==> src/rtl/drive_power_defines.svh <==
// Purpose: Constants for the drive power sequencer and brake sequencer
// Assumes: 50 MHz reference clock
// Notes:   Types live in drive_power_pkg
//
// What this block does
// Fault cleared only on command bit 7 rise
// Command bits 3..0 request state transitions
// Bits: 3 enable op, 2 quick stop, 1 voltage, 0 switch-on
// Bit 8 halts motion in operation enabled
// Bits 9, 6..4 follow mode; mode echoed back
// Bit 10 reserved; bits 15..11 unused
// Shown state changes only after transition completes
// Fault reaction shown at once, then fault
// Status bit 14 shows homing completed
// Brake output zero disables brake; else selects line
// Disable: engage brake, wait, then drop drive
// Enable: drive on, release brake, wait, allow motion
// Brake release level selectable; opposite holds brake
// Brake line hidden from and masked in output word
// Power-up option enables default transmit objects
// Power-up option jumps straight to operation enabled
// Active limit on entering operation raises fault
// Limits and home default to lines 1, 2, 3
// Motion error when position error exceeds maximum
// Mode minus one selects encoder following
// Host writes command, reads status via objects
// Command encodings on bits 7,3,2,1,0
// State encoded on status bits 6,5,3,2,1,0
// Finish one transition before taking next command
// Invalid command pattern leaves state unchanged
`ifndef DRIVE_POWER_DEFINES_SVH
`define DRIVE_POWER_DEFINES_SVH

`define OBJ_CMD_WORD    16'h6040
`define OBJ_STATUS_WORD 16'h6041
`define OBJ_MODE        16'h6060
`define OBJ_MODE_DISP   16'h6061
`define OBJ_OUT_WORD    16'h60fe

`define CW_SWITCH_ON   0
`define CW_ENABLE_VOLT 1
`define CW_QUICK_STOP  2
`define CW_ENABLE_OP   3
`define CW_FAULT_RESET 7
`define CW_HALT        8
`define CW_MODE_HI     9

`define SW_READY       0
`define SW_SWITCHED_ON 1
`define SW_OP_EN       2
`define SW_FAULT       3
`define SW_VOLT        4
`define SW_QS_OFF      5
`define SW_SO_DISABLED 6
`define SW_REMOTE      9
`define SW_HOMED       14

`define MODE_ENC_FOLLOW 8'hff
`define IO_NEG_LIMIT    1
`define IO_POS_LIMIT    2
`define IO_HOME         3
`define BRAKE_NONE      3'h0

`define CMD_RESET   16'h0000
`define MODE_RESET  8'h00
`define IO_RESET    7'h00
`define WORD_ZERO   16'h0000

`define CLK_PERIOD_NS 20
`define MS_NS         1000000
`define CLK_PER_MS    (`MS_NS / `CLK_PERIOD_NS)

`endif

==> src/rtl/drive_power_pkg.sv <==
// Purpose: Shared types of the drive power sequencer
// Assumes: Constants come from drive_power_defines.svh
// Notes:   Enums carry no explicit codes
package drive_power_pkg;

	typedef enum logic [2:0] {
		ST_NOT_READY,
		ST_SWITCH_DISABLED,
		ST_READY,
		ST_SWITCHED_ON,
		ST_OP_ENABLED,
		ST_QUICK_STOP,
		ST_FAULT_REACTION,
		ST_FAULT
	} pds_state_e;

	typedef enum logic [2:0] {
		CMD_NONE,
		CMD_SHUTDOWN,
		CMD_SWITCH_ON,
		CMD_DISABLE_VOLT,
		CMD_QUICK_STOP,
		CMD_ENABLE_OP
	} cmd_e;

	typedef enum logic [1:0] {
		BR_OFF,
		BR_RELEASE_WAIT,
		BR_ON,
		BR_ENGAGE_WAIT
	} brake_state_e;

	typedef logic [15:0] ms_t;

endpackage

==> src/rtl/brake_seq_if.sv <==
// Purpose: Carrier between power sequencer and brake sequencer
// Assumes: One clock domain
// Notes:   settled is combinational from the sequencer
`timescale 1ns/10ps
interface brake_seq_if;
	import drive_power_pkg::*;
	logic want;
	logic configured;
	ms_t  act_ms;
	ms_t  rel_ms;
	logic drive_on;
	logic brake_released;
	logic settled;

	modport ctrl (output want, configured, act_ms, rel_ms,
		input drive_on, brake_released, settled);
	modport seq (input want, configured, act_ms, rel_ms,
		output drive_on, brake_released, settled);
endinterface

==> src/rtl/drive_power_state_control.sv <==
// Purpose: Command word decode and power state sequencing with brake
// Assumes: Object accesses are single-cycle strobes, inputs synchronous
// Notes:   Motion profiles live elsewhere; this block gates them
`timescale 1ns/10ps
`include "drive_power_defines.svh"
module drive_power_state_control #(
	parameter int unsigned CLK_PER_MS = `CLK_PER_MS
) (
	// Clock and reset
	input  wire logic        ref_clk,
	input  wire logic        resetn,
	// Object access
	input  wire logic        obj_wr,
	input  wire logic        obj_rd,
	input  wire logic [15:0] obj_index,
	input  wire logic [15:0] obj_wdata,
	output logic      [15:0] obj_rdata_q,
	// Power-up options
	input  wire logic        tpdo_enable_opt,
	input  wire logic        auto_enable_opt,
	// Brake configuration
	input  wire logic [2:0]  brake_io_sel,
	input  wire logic        brake_release_level,
	input  wire drive_power_pkg::ms_t brake_activate_ms,
	input  wire drive_power_pkg::ms_t brake_release_ms,
	// I/O lines
	input  wire logic [7:1]  io_in,
	input  wire logic [7:1]  io_out_mask,
	input  wire logic [1:0]  limit_enable,
	output logic      [7:1]  io_out_q,
	// Drive feedback
	input  wire logic        fault_in,
	input  wire logic        homing_done,
	input  wire logic [15:0] pos_error_mag,
	input  wire logic [15:0] max_pos_error,
	// Drive control
	output logic      [15:0] status_word_q,
	output logic      [7:0]  mode_display_q,
	output logic             power_on_q,
	output logic             drive_enable,
	output logic             motion_allowed_q,
	output logic             halt_q,
	output logic             quick_stop_q,
	output logic      [3:0]  mode_ctrl_q,
	output logic             encoder_follow_q,
	output logic             motion_error_q,
	output logic             tpdo_active_q,
	output logic             home_switch_q
);
	import drive_power_pkg::*;

	brake_seq_if br ();

	pds_state_e state_q;
	pds_state_e target_q;
	logic [15:0] cmd_q;
	logic        cmd_prev_q;
	logic [7:0]  mode_q;
	logic [7:1]  io_word_q;
	cmd_e        cmd;
	logic        fault_rise;
	logic        limit_hit;
	logic [7:1]  brake_bit;
	logic        fault_take;

	// One-hot of the brake line; line zero means no brake
	function automatic logic [7:1] brake_onehot(input logic [2:0] sel);
		logic [7:1] oh;
		oh = '0;
		for (int i = 1; i <= 7; i++)
			oh[i] = (sel == 3'(i));
		return oh;
	endfunction

	// Bit 7 high blocks every other command
	function automatic cmd_e cmd_decode(input logic [15:0] cw);
		if (cw[`CW_FAULT_RESET])
			return CMD_NONE;
		else if (!cw[`CW_ENABLE_VOLT])
			return CMD_DISABLE_VOLT;
		else if (!cw[`CW_QUICK_STOP])
			return CMD_QUICK_STOP;
		else if (!cw[`CW_SWITCH_ON])
			return CMD_SHUTDOWN;
		else if (cw[`CW_ENABLE_OP])
			return CMD_ENABLE_OP;
		else
			return CMD_SWITCH_ON;
	endfunction

	function automatic logic [15:0] state_bits(input pds_state_e s);
		logic [15:0] w;
		w = `WORD_ZERO;
		unique case (s)
			ST_NOT_READY: ;
			ST_SWITCH_DISABLED: w[`SW_SO_DISABLED] = 1'b1;
			ST_READY: begin
				w[`SW_QS_OFF] = 1'b1;
				w[`SW_READY]  = 1'b1;
			end
			ST_SWITCHED_ON, ST_OP_ENABLED: begin
				w[`SW_QS_OFF]      = 1'b1;
				w[`SW_READY]       = 1'b1;
				w[`SW_SWITCHED_ON] = 1'b1;
				w[`SW_OP_EN]       = (s == ST_OP_ENABLED);
			end
			ST_QUICK_STOP: begin
				w[`SW_READY]       = 1'b1;
				w[`SW_SWITCHED_ON] = 1'b1;
				w[`SW_OP_EN]       = 1'b1;
			end
			ST_FAULT_REACTION: begin
				w[`SW_FAULT]       = 1'b1;
				w[`SW_OP_EN]       = 1'b1;
				w[`SW_SWITCHED_ON] = 1'b1;
				w[`SW_READY]       = 1'b1;
			end
			ST_FAULT: w[`SW_FAULT] = 1'b1;
		endcase
		w[`SW_VOLT] = (s == ST_SWITCHED_ON || s == ST_OP_ENABLED || s == ST_QUICK_STOP);
		return w;
	endfunction

	assign cmd        = cmd_decode(cmd_q);
	assign fault_rise = cmd_q[`CW_FAULT_RESET] && !cmd_prev_q;
	assign limit_hit  = (limit_enable[0] && io_in[`IO_NEG_LIMIT]) ||
		(limit_enable[1] && io_in[`IO_POS_LIMIT]);
	assign brake_bit  = brake_onehot(brake_io_sel);
	assign fault_take = fault_in && state_q != ST_FAULT_REACTION &&
		state_q != ST_FAULT && target_q != ST_FAULT;

	assign br.want       = (target_q == ST_OP_ENABLED || target_q == ST_QUICK_STOP);
	assign br.configured = (brake_io_sel != `BRAKE_NONE);
	assign br.act_ms     = brake_activate_ms;
	assign br.rel_ms     = brake_release_ms;
	assign drive_enable  = br.drive_on;

	brake_sequencer #(
		.CLK_PER_MS (CLK_PER_MS)
	) u_brake (
		.ref_clk (ref_clk),
		.resetn  (resetn),
		.br      (br)
	);

	// Object writes; command bits 15..10 are kept but drive nothing
	always_ff @(posedge ref_clk or negedge resetn) begin
		if (!resetn) begin
			cmd_q      <= `CMD_RESET;
			cmd_prev_q <= 1'b0;
			mode_q     <= `MODE_RESET;
			io_word_q  <= `IO_RESET;
		end else begin
			cmd_prev_q <= cmd_q[`CW_FAULT_RESET];
			if (obj_wr && obj_index == `OBJ_CMD_WORD)
				cmd_q <= obj_wdata;
			if (obj_wr && obj_index == `OBJ_MODE)
				mode_q <= obj_wdata[7:0];
			if (obj_wr && obj_index == `OBJ_OUT_WORD)
				io_word_q <= (io_word_q & (io_out_mask | brake_bit)) |
					(obj_wdata[7:1] & ~(io_out_mask | brake_bit));
		end
	end

	// Object reads; the output word never shows the brake level
	always_ff @(posedge ref_clk or negedge resetn) begin
		if (!resetn)
			obj_rdata_q <= `WORD_ZERO;
		else if (obj_rd) begin
			unique case (obj_index)
				`OBJ_CMD_WORD:    obj_rdata_q <= cmd_q;
				`OBJ_STATUS_WORD: obj_rdata_q <= status_word_q;
				`OBJ_MODE:        obj_rdata_q <= {8'h00, mode_q};
				`OBJ_MODE_DISP:   obj_rdata_q <= {8'h00, mode_display_q};
				`OBJ_OUT_WORD:    obj_rdata_q <= {8'h00, io_word_q, 1'b0};
				default:          obj_rdata_q <= `WORD_ZERO;
			endcase
		end
	end

	// Power sequence: target moves on command, shown state follows on completion
	always_ff @(posedge ref_clk or negedge resetn) begin
		if (!resetn) begin
			state_q  <= ST_NOT_READY;
			target_q <= ST_NOT_READY;
		end else if (fault_take) begin
			state_q  <= ST_FAULT_REACTION;
			target_q <= ST_FAULT;
		end else if (target_q != state_q) begin
			if (br.settled) begin
				if (target_q == ST_OP_ENABLED && state_q != ST_QUICK_STOP && limit_hit) begin
					state_q  <= ST_FAULT_REACTION;
					target_q <= ST_FAULT;
				end else
					state_q <= target_q;
			end
		end else begin
			unique case (state_q)
				ST_NOT_READY:
					target_q <= auto_enable_opt ? ST_OP_ENABLED : ST_SWITCH_DISABLED;
				ST_SWITCH_DISABLED:
					if (cmd == CMD_SHUTDOWN)
						target_q <= ST_READY;
				ST_READY:
					if (cmd == CMD_SWITCH_ON)
						target_q <= ST_SWITCHED_ON;
					else if (cmd == CMD_ENABLE_OP)
						target_q <= ST_OP_ENABLED;
					else if (cmd == CMD_DISABLE_VOLT || cmd == CMD_QUICK_STOP)
						target_q <= ST_SWITCH_DISABLED;
				ST_SWITCHED_ON:
					if (cmd == CMD_ENABLE_OP)
						target_q <= ST_OP_ENABLED;
					else if (cmd == CMD_SHUTDOWN)
						target_q <= ST_READY;
					else if (cmd == CMD_DISABLE_VOLT || cmd == CMD_QUICK_STOP)
						target_q <= ST_SWITCH_DISABLED;
				ST_OP_ENABLED:
					if (cmd == CMD_SWITCH_ON)
						target_q <= ST_SWITCHED_ON;
					else if (cmd == CMD_SHUTDOWN)
						target_q <= ST_READY;
					else if (cmd == CMD_DISABLE_VOLT)
						target_q <= ST_SWITCH_DISABLED;
					else if (cmd == CMD_QUICK_STOP)
						target_q <= ST_QUICK_STOP;
				ST_QUICK_STOP:
					if (cmd == CMD_ENABLE_OP)
						target_q <= ST_OP_ENABLED;
					else if (cmd == CMD_DISABLE_VOLT)
						target_q <= ST_SWITCH_DISABLED;
				ST_FAULT_REACTION: ;
				ST_FAULT:
					// Reset only takes once the fault source is gone
					if (fault_rise && !fault_in)
						target_q <= ST_SWITCH_DISABLED;
			endcase
			// Anything else is an invalid pattern for this state
		end
	end

	// Status and drive gating outputs
	always_ff @(posedge ref_clk or negedge resetn) begin
		if (!resetn) begin
			status_word_q    <= `WORD_ZERO;
			mode_display_q   <= `MODE_RESET;
			power_on_q       <= 1'b0;
			motion_allowed_q <= 1'b0;
			halt_q           <= 1'b0;
			quick_stop_q     <= 1'b0;
			mode_ctrl_q      <= 4'h0;
			encoder_follow_q <= 1'b0;
			home_switch_q    <= 1'b0;
		end else begin
			status_word_q <= state_bits(state_q);
			status_word_q[`SW_REMOTE] <= 1'b1;
			status_word_q[`SW_HOMED]  <= homing_done;
			mode_display_q   <= mode_q;
			power_on_q       <= state_bits(state_q) >> `SW_VOLT != `WORD_ZERO &&
				(state_q == ST_SWITCHED_ON || state_q == ST_OP_ENABLED ||
				state_q == ST_QUICK_STOP);
			motion_allowed_q <= state_q == ST_OP_ENABLED && target_q == ST_OP_ENABLED;
			halt_q           <= state_q == ST_OP_ENABLED && cmd_q[`CW_HALT];
			quick_stop_q     <= state_q == ST_QUICK_STOP;
			mode_ctrl_q      <= {cmd_q[`CW_MODE_HI], cmd_q[6:4]};
			encoder_follow_q <= mode_q == `MODE_ENC_FOLLOW;
			home_switch_q    <= io_in[`IO_HOME];
		end
	end

	// Transmit objects option is caught while leaving reset
	always_ff @(posedge ref_clk or negedge resetn) begin
		if (!resetn)
			tpdo_active_q <= 1'b0;
		else if (state_q == ST_NOT_READY)
			tpdo_active_q <= tpdo_enable_opt;
	end

	always_ff @(posedge ref_clk or negedge resetn) begin
		if (!resetn)
			motion_error_q <= 1'b0;
		else
			motion_error_q <= pos_error_mag > max_pos_error;
	end

	// Brake line gets its level from the sequencer, others from the word
	always_ff @(posedge ref_clk or negedge resetn) begin
		if (!resetn)
			io_out_q <= `IO_RESET;
		else
			io_out_q <= (io_word_q & ~brake_bit) |
				(brake_bit & {7{~(br.brake_released ^ brake_release_level)}});
	end
endmodule

==> src/rtl/brake_sequencer.sv <==
// Purpose: Orders drive enable and brake release with timed waits
// Assumes: Wait times in milliseconds, counted from ref_clk
// Notes:   An engage wait always runs to its end once begun
`timescale 1ns/10ps
`include "drive_power_defines.svh"
module brake_sequencer #(
	parameter int unsigned CLK_PER_MS = `CLK_PER_MS
) (
	// Clock and reset
	input  wire logic   ref_clk,
	input  wire logic   resetn,
	// Sequencer side
	brake_seq_if.seq    br
);
	import drive_power_pkg::*;

	localparam int PRE_W = $clog2(CLK_PER_MS) + 1;

	brake_state_e st_q;
	brake_state_e st_d;
	logic [PRE_W-1:0] pre_q;
	ms_t              ms_q;
	logic             elapsed;
	logic             drive_on_q;
	logic             released_q;

	assign elapsed = ms_q >= ((st_q == BR_RELEASE_WAIT) ? br.rel_ms : br.act_ms);
	assign br.settled = (st_q == BR_ON && br.want) || (st_q == BR_OFF && !br.want);
	assign br.drive_on = drive_on_q;
	assign br.brake_released = released_q;

	always_comb begin
		st_d = st_q;
		unique case (st_q)
			BR_OFF: begin
				if (br.want)
					st_d = br.configured ? BR_RELEASE_WAIT : BR_ON;
			end
			BR_RELEASE_WAIT: begin
				// Dropping out mid-release still engages and waits first
				if (!br.want)
					st_d = BR_ENGAGE_WAIT;
				else if (elapsed)
					st_d = BR_ON;
			end
			BR_ON: begin
				if (!br.want)
					st_d = br.configured ? BR_ENGAGE_WAIT : BR_OFF;
			end
			BR_ENGAGE_WAIT: begin
				if (elapsed)
					st_d = BR_OFF;
			end
		endcase
	end

	always_ff @(posedge ref_clk or negedge resetn) begin
		if (!resetn)
			st_q <= BR_OFF;
		else
			st_q <= st_d;
	end

	// Prescaler restarts on entry so a wait is never short
	always_ff @(posedge ref_clk or negedge resetn) begin
		if (!resetn) begin
			pre_q <= '0;
			ms_q  <= '0;
		end else if (st_d != st_q) begin
			pre_q <= '0;
			ms_q  <= '0;
		end else if (pre_q == PRE_W'(CLK_PER_MS - 1)) begin
			pre_q <= '0;
			ms_q  <= ms_q + 16'h0001;
		end else begin
			pre_q <= pre_q + PRE_W'(1);
		end
	end

	// Drive comes on a cycle before the brake lets go
	always_ff @(posedge ref_clk or negedge resetn) begin
		if (!resetn) begin
			drive_on_q <= 1'b0;
			released_q <= 1'b0;
		end else begin
			drive_on_q <= st_d != BR_OFF;
			released_q <= br.configured && (st_d == BR_ON ||
				(st_q == BR_RELEASE_WAIT && st_d == BR_RELEASE_WAIT));
		end
	end
endmodule

==> config.mk <==
export PLATFORM = sky130hd
export DESIGN_NAME = drive_power_state_control
export DESIGN_NICKNAME = d
export VERILOG_FILES = /design/src/rtl/drive_power_pkg.sv /design/src/rtl/brake_seq_if.sv /design/src/rtl/drive_power_state_control.sv /design/src/rtl/brake_sequencer.sv
export VERILOG_INCLUDE_DIRS = /design/src /design/src/rtl
export SDC_FILE = /design/constraint.sdc
export NUM_CORES = 1
export LEC_CHECK = 0
export BUFFER_PORTS_ARGS = -buffer_cell sky130_fd_sc_hd__buf_2
export CAP_MARGIN = 5
export CORE_MARGIN = 3
export CORE_UTILIZATION = 57
export DETAILED_ROUTE_END_ITERATION = 10
export GPL_TIMING_DRIVEN = 0
export PLACE_DENSITY = 0.86
export SETUP_SLACK_MARGIN = 0.2
export SKIP_LAST_GASP = 1
export SLEW_MARGIN = 0
export SYNTH_ARGS = -nofsm -noshare
export SYNTH_HDL_FRONTEND = slang
export SYNTH_SLANG_ARGS = --single-unit
==> constraint.sdc <==
create_clock -name ref_clk -period 9.3 [get_ports ref_clk]
set_clock_uncertainty 0.1 [all_clocks]
set_input_delay 0.465 -clock ref_clk [delete_from_list [all_inputs] [get_ports ref_clk]]
set_output_delay 0.465 -clock ref_clk [all_outputs]
set_load 0.05 [all_outputs]
-- Yosys cells after proc, flatten, opt, wreduce, memory -nomap -nowiden
Index checks and enable logic that the tools add are counted.
Widths: inputs -> output; s select.
- $add $sub $neg: 2
- magnitude comparators: 2
- equality and inequality tests: 45
- mux-type cells: 47
- bitwise gates (word level): 11
- reductions and logical operators: 45
- operator list (operator ; count):
    $mux 3 ; 27
    $eq 16x15->1 const B ; 5
    $pmux 16 s5 ; 1
    $mux 16 ; 3
    $eq 3x3->1 const B ; 12
    $mux 17 ; 2
    $and 7x7->7 ; 4
    $or 7x7->7 ; 3
    $pmux 3 s7 ; 1
    $logic_and 1x1->1 ; 19
    $eq 3x2->1 const B ; 6
    $add 17x1->17 const B ; 1
    $eq 17x16->1 const B ; 1
    $add 16x1->16 const B ; 1
    $ge 16x16->1 ; 1
    $gt 16x16->1 ; 1
    $reduce_bool 16->1 ; 1
    $ne 3x3->1 const B ; 5
    $mux 2 ; 7
    $not 7->7 ; 2
    $eq 3x1->1 const B ; 3
    $reduce_bool 9->1 ; 1
    $eq 8x8->1 const B ; 1
    $ne 4x4->1 const B ; 2
    other kinds (23) ; 42
- register bits: 127

-- Depth between registers and ports, before layout
- word-level depth: 13
- depth in mapped cells: 12
- mapped depth without buffers: 10

-- Cells and area by module
Synthesis repeated with hierarchy kept, for this count alone.
- cell total of the unflattened synthesis: 656
- area, all modules: 6998.0 µm²
- modules (own cells, without submodules) (module ; instances ; cells each ; area each (µm²)):
    drive_power_state_control ; 1 ; 405 ; 4579.4
    brake_sequencer ; 1 ; 251 ; 2418.6

-- Worst setup path before layout
No wires, ideal clock.
- kind: reg2reg
- from: register u_brake.st_q[1]
- to: register u_brake.pre_q[14]
- library setup time: 0.080 ns
- data arrival time: 3.312 ns
- path slack: 5.808 ns
- cell stages (with the launch flop): 13
- path buffers: 3
- cell sequence: dfrtp_1 -> clkbuf_1 -> nor2_1 -> buf_2 -> mux2i_1 -> ha_1 -> and4_1 -> nand2_1 -> o221ai_1 -> a211o_1 -> a221o_1 -> buf_6 -> nor3_2
- cells in the longest elaborated chain, start to end: 8
- elaborated cells between the ends (all ways): 14
- those cells by class: order compare: 1; eq/ne: 4; mux: 8; reduce/logical: 1
- ends and longest elaborated chain (what ; RTL line ; source):
    start, declared ; brake_sequencer.sv:19 ; brake_state_e st_q;
    start signal, assigned ; brake_sequencer.sv:61 ; st_q <= st_d;
    $eq 2x1->1 ; brake_sequencer.sv:27, brake_sequencer.sv:34 ;
    $mux 16 ; brake_sequencer.sv:27 ; assign elapsed = ms_q >= ((st_q == BR_RELEASE_WAIT) ? br.rel_ms : br.act_ms);
    $ge 16x16->1 ; brake_sequencer.sv:27 ;
    $mux 2 ; brake_sequencer.sv:43 ; else if (elapsed)
    $mux 2 ; brake_sequencer.sv:41 ; if (!br.want)
    $pmux 2 s4 ; brake_sequencer.sv:34 ; unique case (st_q)
    $ne 2x2->1 * ; brake_sequencer.sv:69 ; end else if (st_d != st_q) begin
    $mux 17 * ; brake_sequencer.sv:69 ;
    end signal, assigned ; brake_sequencer.sv:76 ; pre_q <= pre_q + PRE_W'(1);
    end, declared ; brake_sequencer.sv:21 ; logic [PRE_W-1:0] pre_q;
Mark *: on every way between the ends. The rest lies on a longest branch, timed or not.
A chain may end at the register's enable or synchronous reset.

-- Final worst setup path
- from: register u_brake.st_q[1]
- to: register u_brake.ms_q[13]
- cells in the longest elaborated chain, start to end: 8
- elaborated cells between the ends (all ways): 15
- those cells by class: order compare: 1; eq/ne: 4; mux: 8; reduce/logical: 2
- ends and longest elaborated chain (what ; RTL line ; source):
    $eq 2x1->1 ; brake_sequencer.sv:27, brake_sequencer.sv:34 ;
    $mux 16 ; brake_sequencer.sv:27 ;
    $ge 16x16->1 ; brake_sequencer.sv:27 ;
    $mux 2 ; brake_sequencer.sv:43 ;
    $mux 2 ; brake_sequencer.sv:41 ;
    $pmux 2 s4 ; brake_sequencer.sv:34 ;
    $ne 2x2->1 * ; brake_sequencer.sv:69 ;
    $mux 16 or $reduce_bool 2->1 (tied branches) ; - ;
    end signal, assigned ; brake_sequencer.sv:74 ; ms_q <= ms_q + 16'h0001;
    end, declared ; brake_sequencer.sv:22 ; ms_t ms_q;
Marks and branches as above.

==> qor.yml <==
worst_setup_path:
  r2r-end: "u_brake.ms_q[13]"
  r2r-start: "u_brake.st_q[1]"
  cp-start-kind: "flip-flop"
  rrSetupSlack_ps: 5200
  required_ps: 9540
  crit_arrival_ps: 4340
  timing_worst_setup_path_type: "flip-flop to flip-flop"
  reg2reg_depth: 12
  cp_max_fo: 10
  cp-end-kind: "flip-flop"
logic_synthesis:
  synth_ff_type: "dfrtp_1"
  yosysTopAreaCell: "dfrtp_1"
  async_reset_ff_share_pct: 100.0
  yosysMostFrequentCell: "dfrtp_1"
  synth_area_leaders: "dfrtp_1 46%, mux2_2 7.4%, ha_1 6.2%"
  syn-instance-count: 676
  synth_edf_count: 0
  syn_avg_cell_area_um2: 10.15
  ys_warn_count: 0
  synth.cell_area_mm2: 0.006863
  yosysSeqAreaShare_pct: 45.94
  synth_common_cells: "126 x dfrtp_1, 80 x nor2_1, 45 x mux2_2, 39 x nand2_1"
  ys_types: 62
  synth_seq_cells: 126
  netlist.area_leader.share_pct: 45.94
timing:
  tns_ps: 0
  rsz0062_at_grt: "false"
  drv_slew: 0
  hold_violations: 0
  relSlewSlack_pct: 27.44
  worstMarginPinSlew_ps: 1073
  period_needed_ps: 4102
  clock.fmax_mhz: 243.8
  fin_crit_sh_pct: 44.11
  finalSetupViolations: 0
cells_and_area:
  finalCoreUtilization_pct: 73.64
  drive_gt1_share_pct: 30.92
  antennaDiodeCount: 0
  nNetsFinal: 1028
  final_cell_area_mm2: 0.008552
  area_delta_synth_final_pct: 24.61
  final_cells: 1026
pwr:
  power_density_mw_per_mm2: 187.4
  p_leak_nw: 4.225
  total_power_mw: 1.603
  ir_worst_vdd_v: 0.0002004
global_routing:
  grt_pass1_vias: 5892
  grt-ovfl-total: 0
  antenna_found_initial: 0
  grt_pass1_wl_um: 28720
  grt_max_degree: 101
  grt.total_usage_pct: 27.83
clock_network:
  clkLatencyLatePin_ps: 420
  htree_levels: 4
  numCtsBuffers: 17
  ctsLongestPathBuffers: 2
  cts.sinks: 126
  clock-root-buffer: "clkbuf_16"
  clk_pin_slew_ps: 60
  cts_tree: "yes"
drt:
  drt_first_pass_iters: 5
  drcViolationCount: 0
  wl_um: 18010
  dr_total_vias: 6020
  vias_per_cell: 5.867
  drtIter0Drc: 612
  ant_nets: 0
  wire_per_inst_um: 17.55
run_status:
  status: "finished, final reports clean"
hold_path:
  hp-class: "primary input to flip-flop"
  min_from: "homing_done"
  hold_end: "status_word_q[14]"
  min_path_cells: 1
floorplanning:
  core_area_mm2: 0.01161
  dieArea_mm2: 0.01339
  die_x_um: 115.7
  start_util_pct: 59.09
  rows: 39
  top_level_ports: 184
  die_height_um: 115.7
place:
  hpwl_um: 12870
  dpl_cell_area_mm2: 0.007934
  numPortBuffers: 167
  placed_cells: 993
  gp_congestion: 0.9011
job:
  cap_violations: 0
==> flip-flops by register name, summed over array words and instances, names as in the netlist, 2 cells and up, named ones only <==
signal,count
io_out_q,7
u_brake.ms_q,16
state_q,3
cmd_q,16
u_brake.st_q,2
target_q,3
obj_rdata_q,16
mode_ctrl_q,4
u_brake.pre_q,17
mode_display_q,8
mode_q,8
status_word_q,8
==> final cells by class <==
cell class | count | area (um^2)
Multi-Input combinational cell | 486 | 3420
Sequential cell | 126 | 3153
Fill cell | 790 | 3062
Timing Repair Buffer | 169 | 879.6
Clock buffer | 19 | 442.9
Buffer | 39 | 196.4
Tap cell | 143 | 178.9
Clock inverter | 13 | 165.2
Inverter | 31 | 116.4
==> worst max path at each step <==
stage	from	endpoint	slack, ps	cells past startpoint
after floorplan	u_brake.st_q[1]	u_brake.pre_q[14]	5810	12
after global placement	u_brake.st_q[1]	u_brake.pre_q[14]	5360	12
after detailed placement	u_brake.st_q[1]	u_brake.pre_q[9]	5260	12
after CTS	u_brake.st_q[1]	u_brake.ms_q[13]	5210	12
after global routing	u_brake.st_q[1]	u_brake.ms_q[13]	4960	12
final	u_brake.st_q[1]	u_brake.ms_q[13]	5200	12
==> metal layers <==
layer,vias to the layer above,global-route usage (%),share of wire [%]
met1,2897,35.27,40
met3,52,5.431,7.2
met2,301,46.88,49
li1,2770,-,-
met5,-,0,0
met4,0,11.83,3.3
==> power breakdown <==
group          leakage (nW)  switching (mW)  internal (mW)
Clock                 0.286           0.252          0.429
Sequential             1.67          0.0372          0.584
Combinational          2.27           0.194          0.107
==> cell families after synthesis <==
group / after synthesis / synth area share, %
XOR/XNOR: 39 / 4.977
AO/OA/AOI/OAI: 91 / 8.369
flip-flops: 126 / 45.94
adder cells (fa/ha/maj): 34 / 6.199
multiplexers: 71 / 11.36
buffers and inverters: 70 / 4.558
AND/OR/NAND/NOR: 243 / 18.49
other: 2 / 0.1094
==> per-stage QoR <==
step	setup WS, ps	hold slack, ps
after floorplan	5808	69.41
after global placement	5358	271.5
after detailed placement	5259	244.4
after CTS	5209	40.27
after global routing	4965	41.94
final	5198	49.60
==> critical path, stage by stage (launching register included) <==
cell and delay, ps:
dfrtp_1 430, clkbuf_1 250, nor2_1 630, buf_2 410, mux2i_1 260, ha_1 270
and4_1 240, a31oi_1 180, o41ai_1 90, a211o_1 290, a221o_1 460, buf_2 230
nor2_1 170
==> cell usage in the layout (no fill, tap or decap), types with 5 or more instances in the layout <==
master,n
nor3_1,21
mux2i_1,25
a31oi_1,8
dfrtp_1,126
a21oi_1,34
buf_2,173
ha_1,34
nor4_1,5
and4_1,5
buf_4,9
o21ai_0,16
inv_1,30
clkbuf_1,18
xor2_1,19
a211oi_1,5
nand4_1,15
nor3b_1,11
nor2_1,80
and3_1,9
nor3_2,5
nand3_1,24
xnor2_1,20
conb_1,8
nand2_1,39
buf_1,5
clkbuf_16,17
mux2_2,45
nand2b_1,6
==> what timing repair did <==
action	CTS	global route
buffers inserted	0	0
endpoints found under the hold margin	26	0
hold buffers	1	0
resized for setup	0	0
Note: power is estimated with default switching activity, not from simulation.
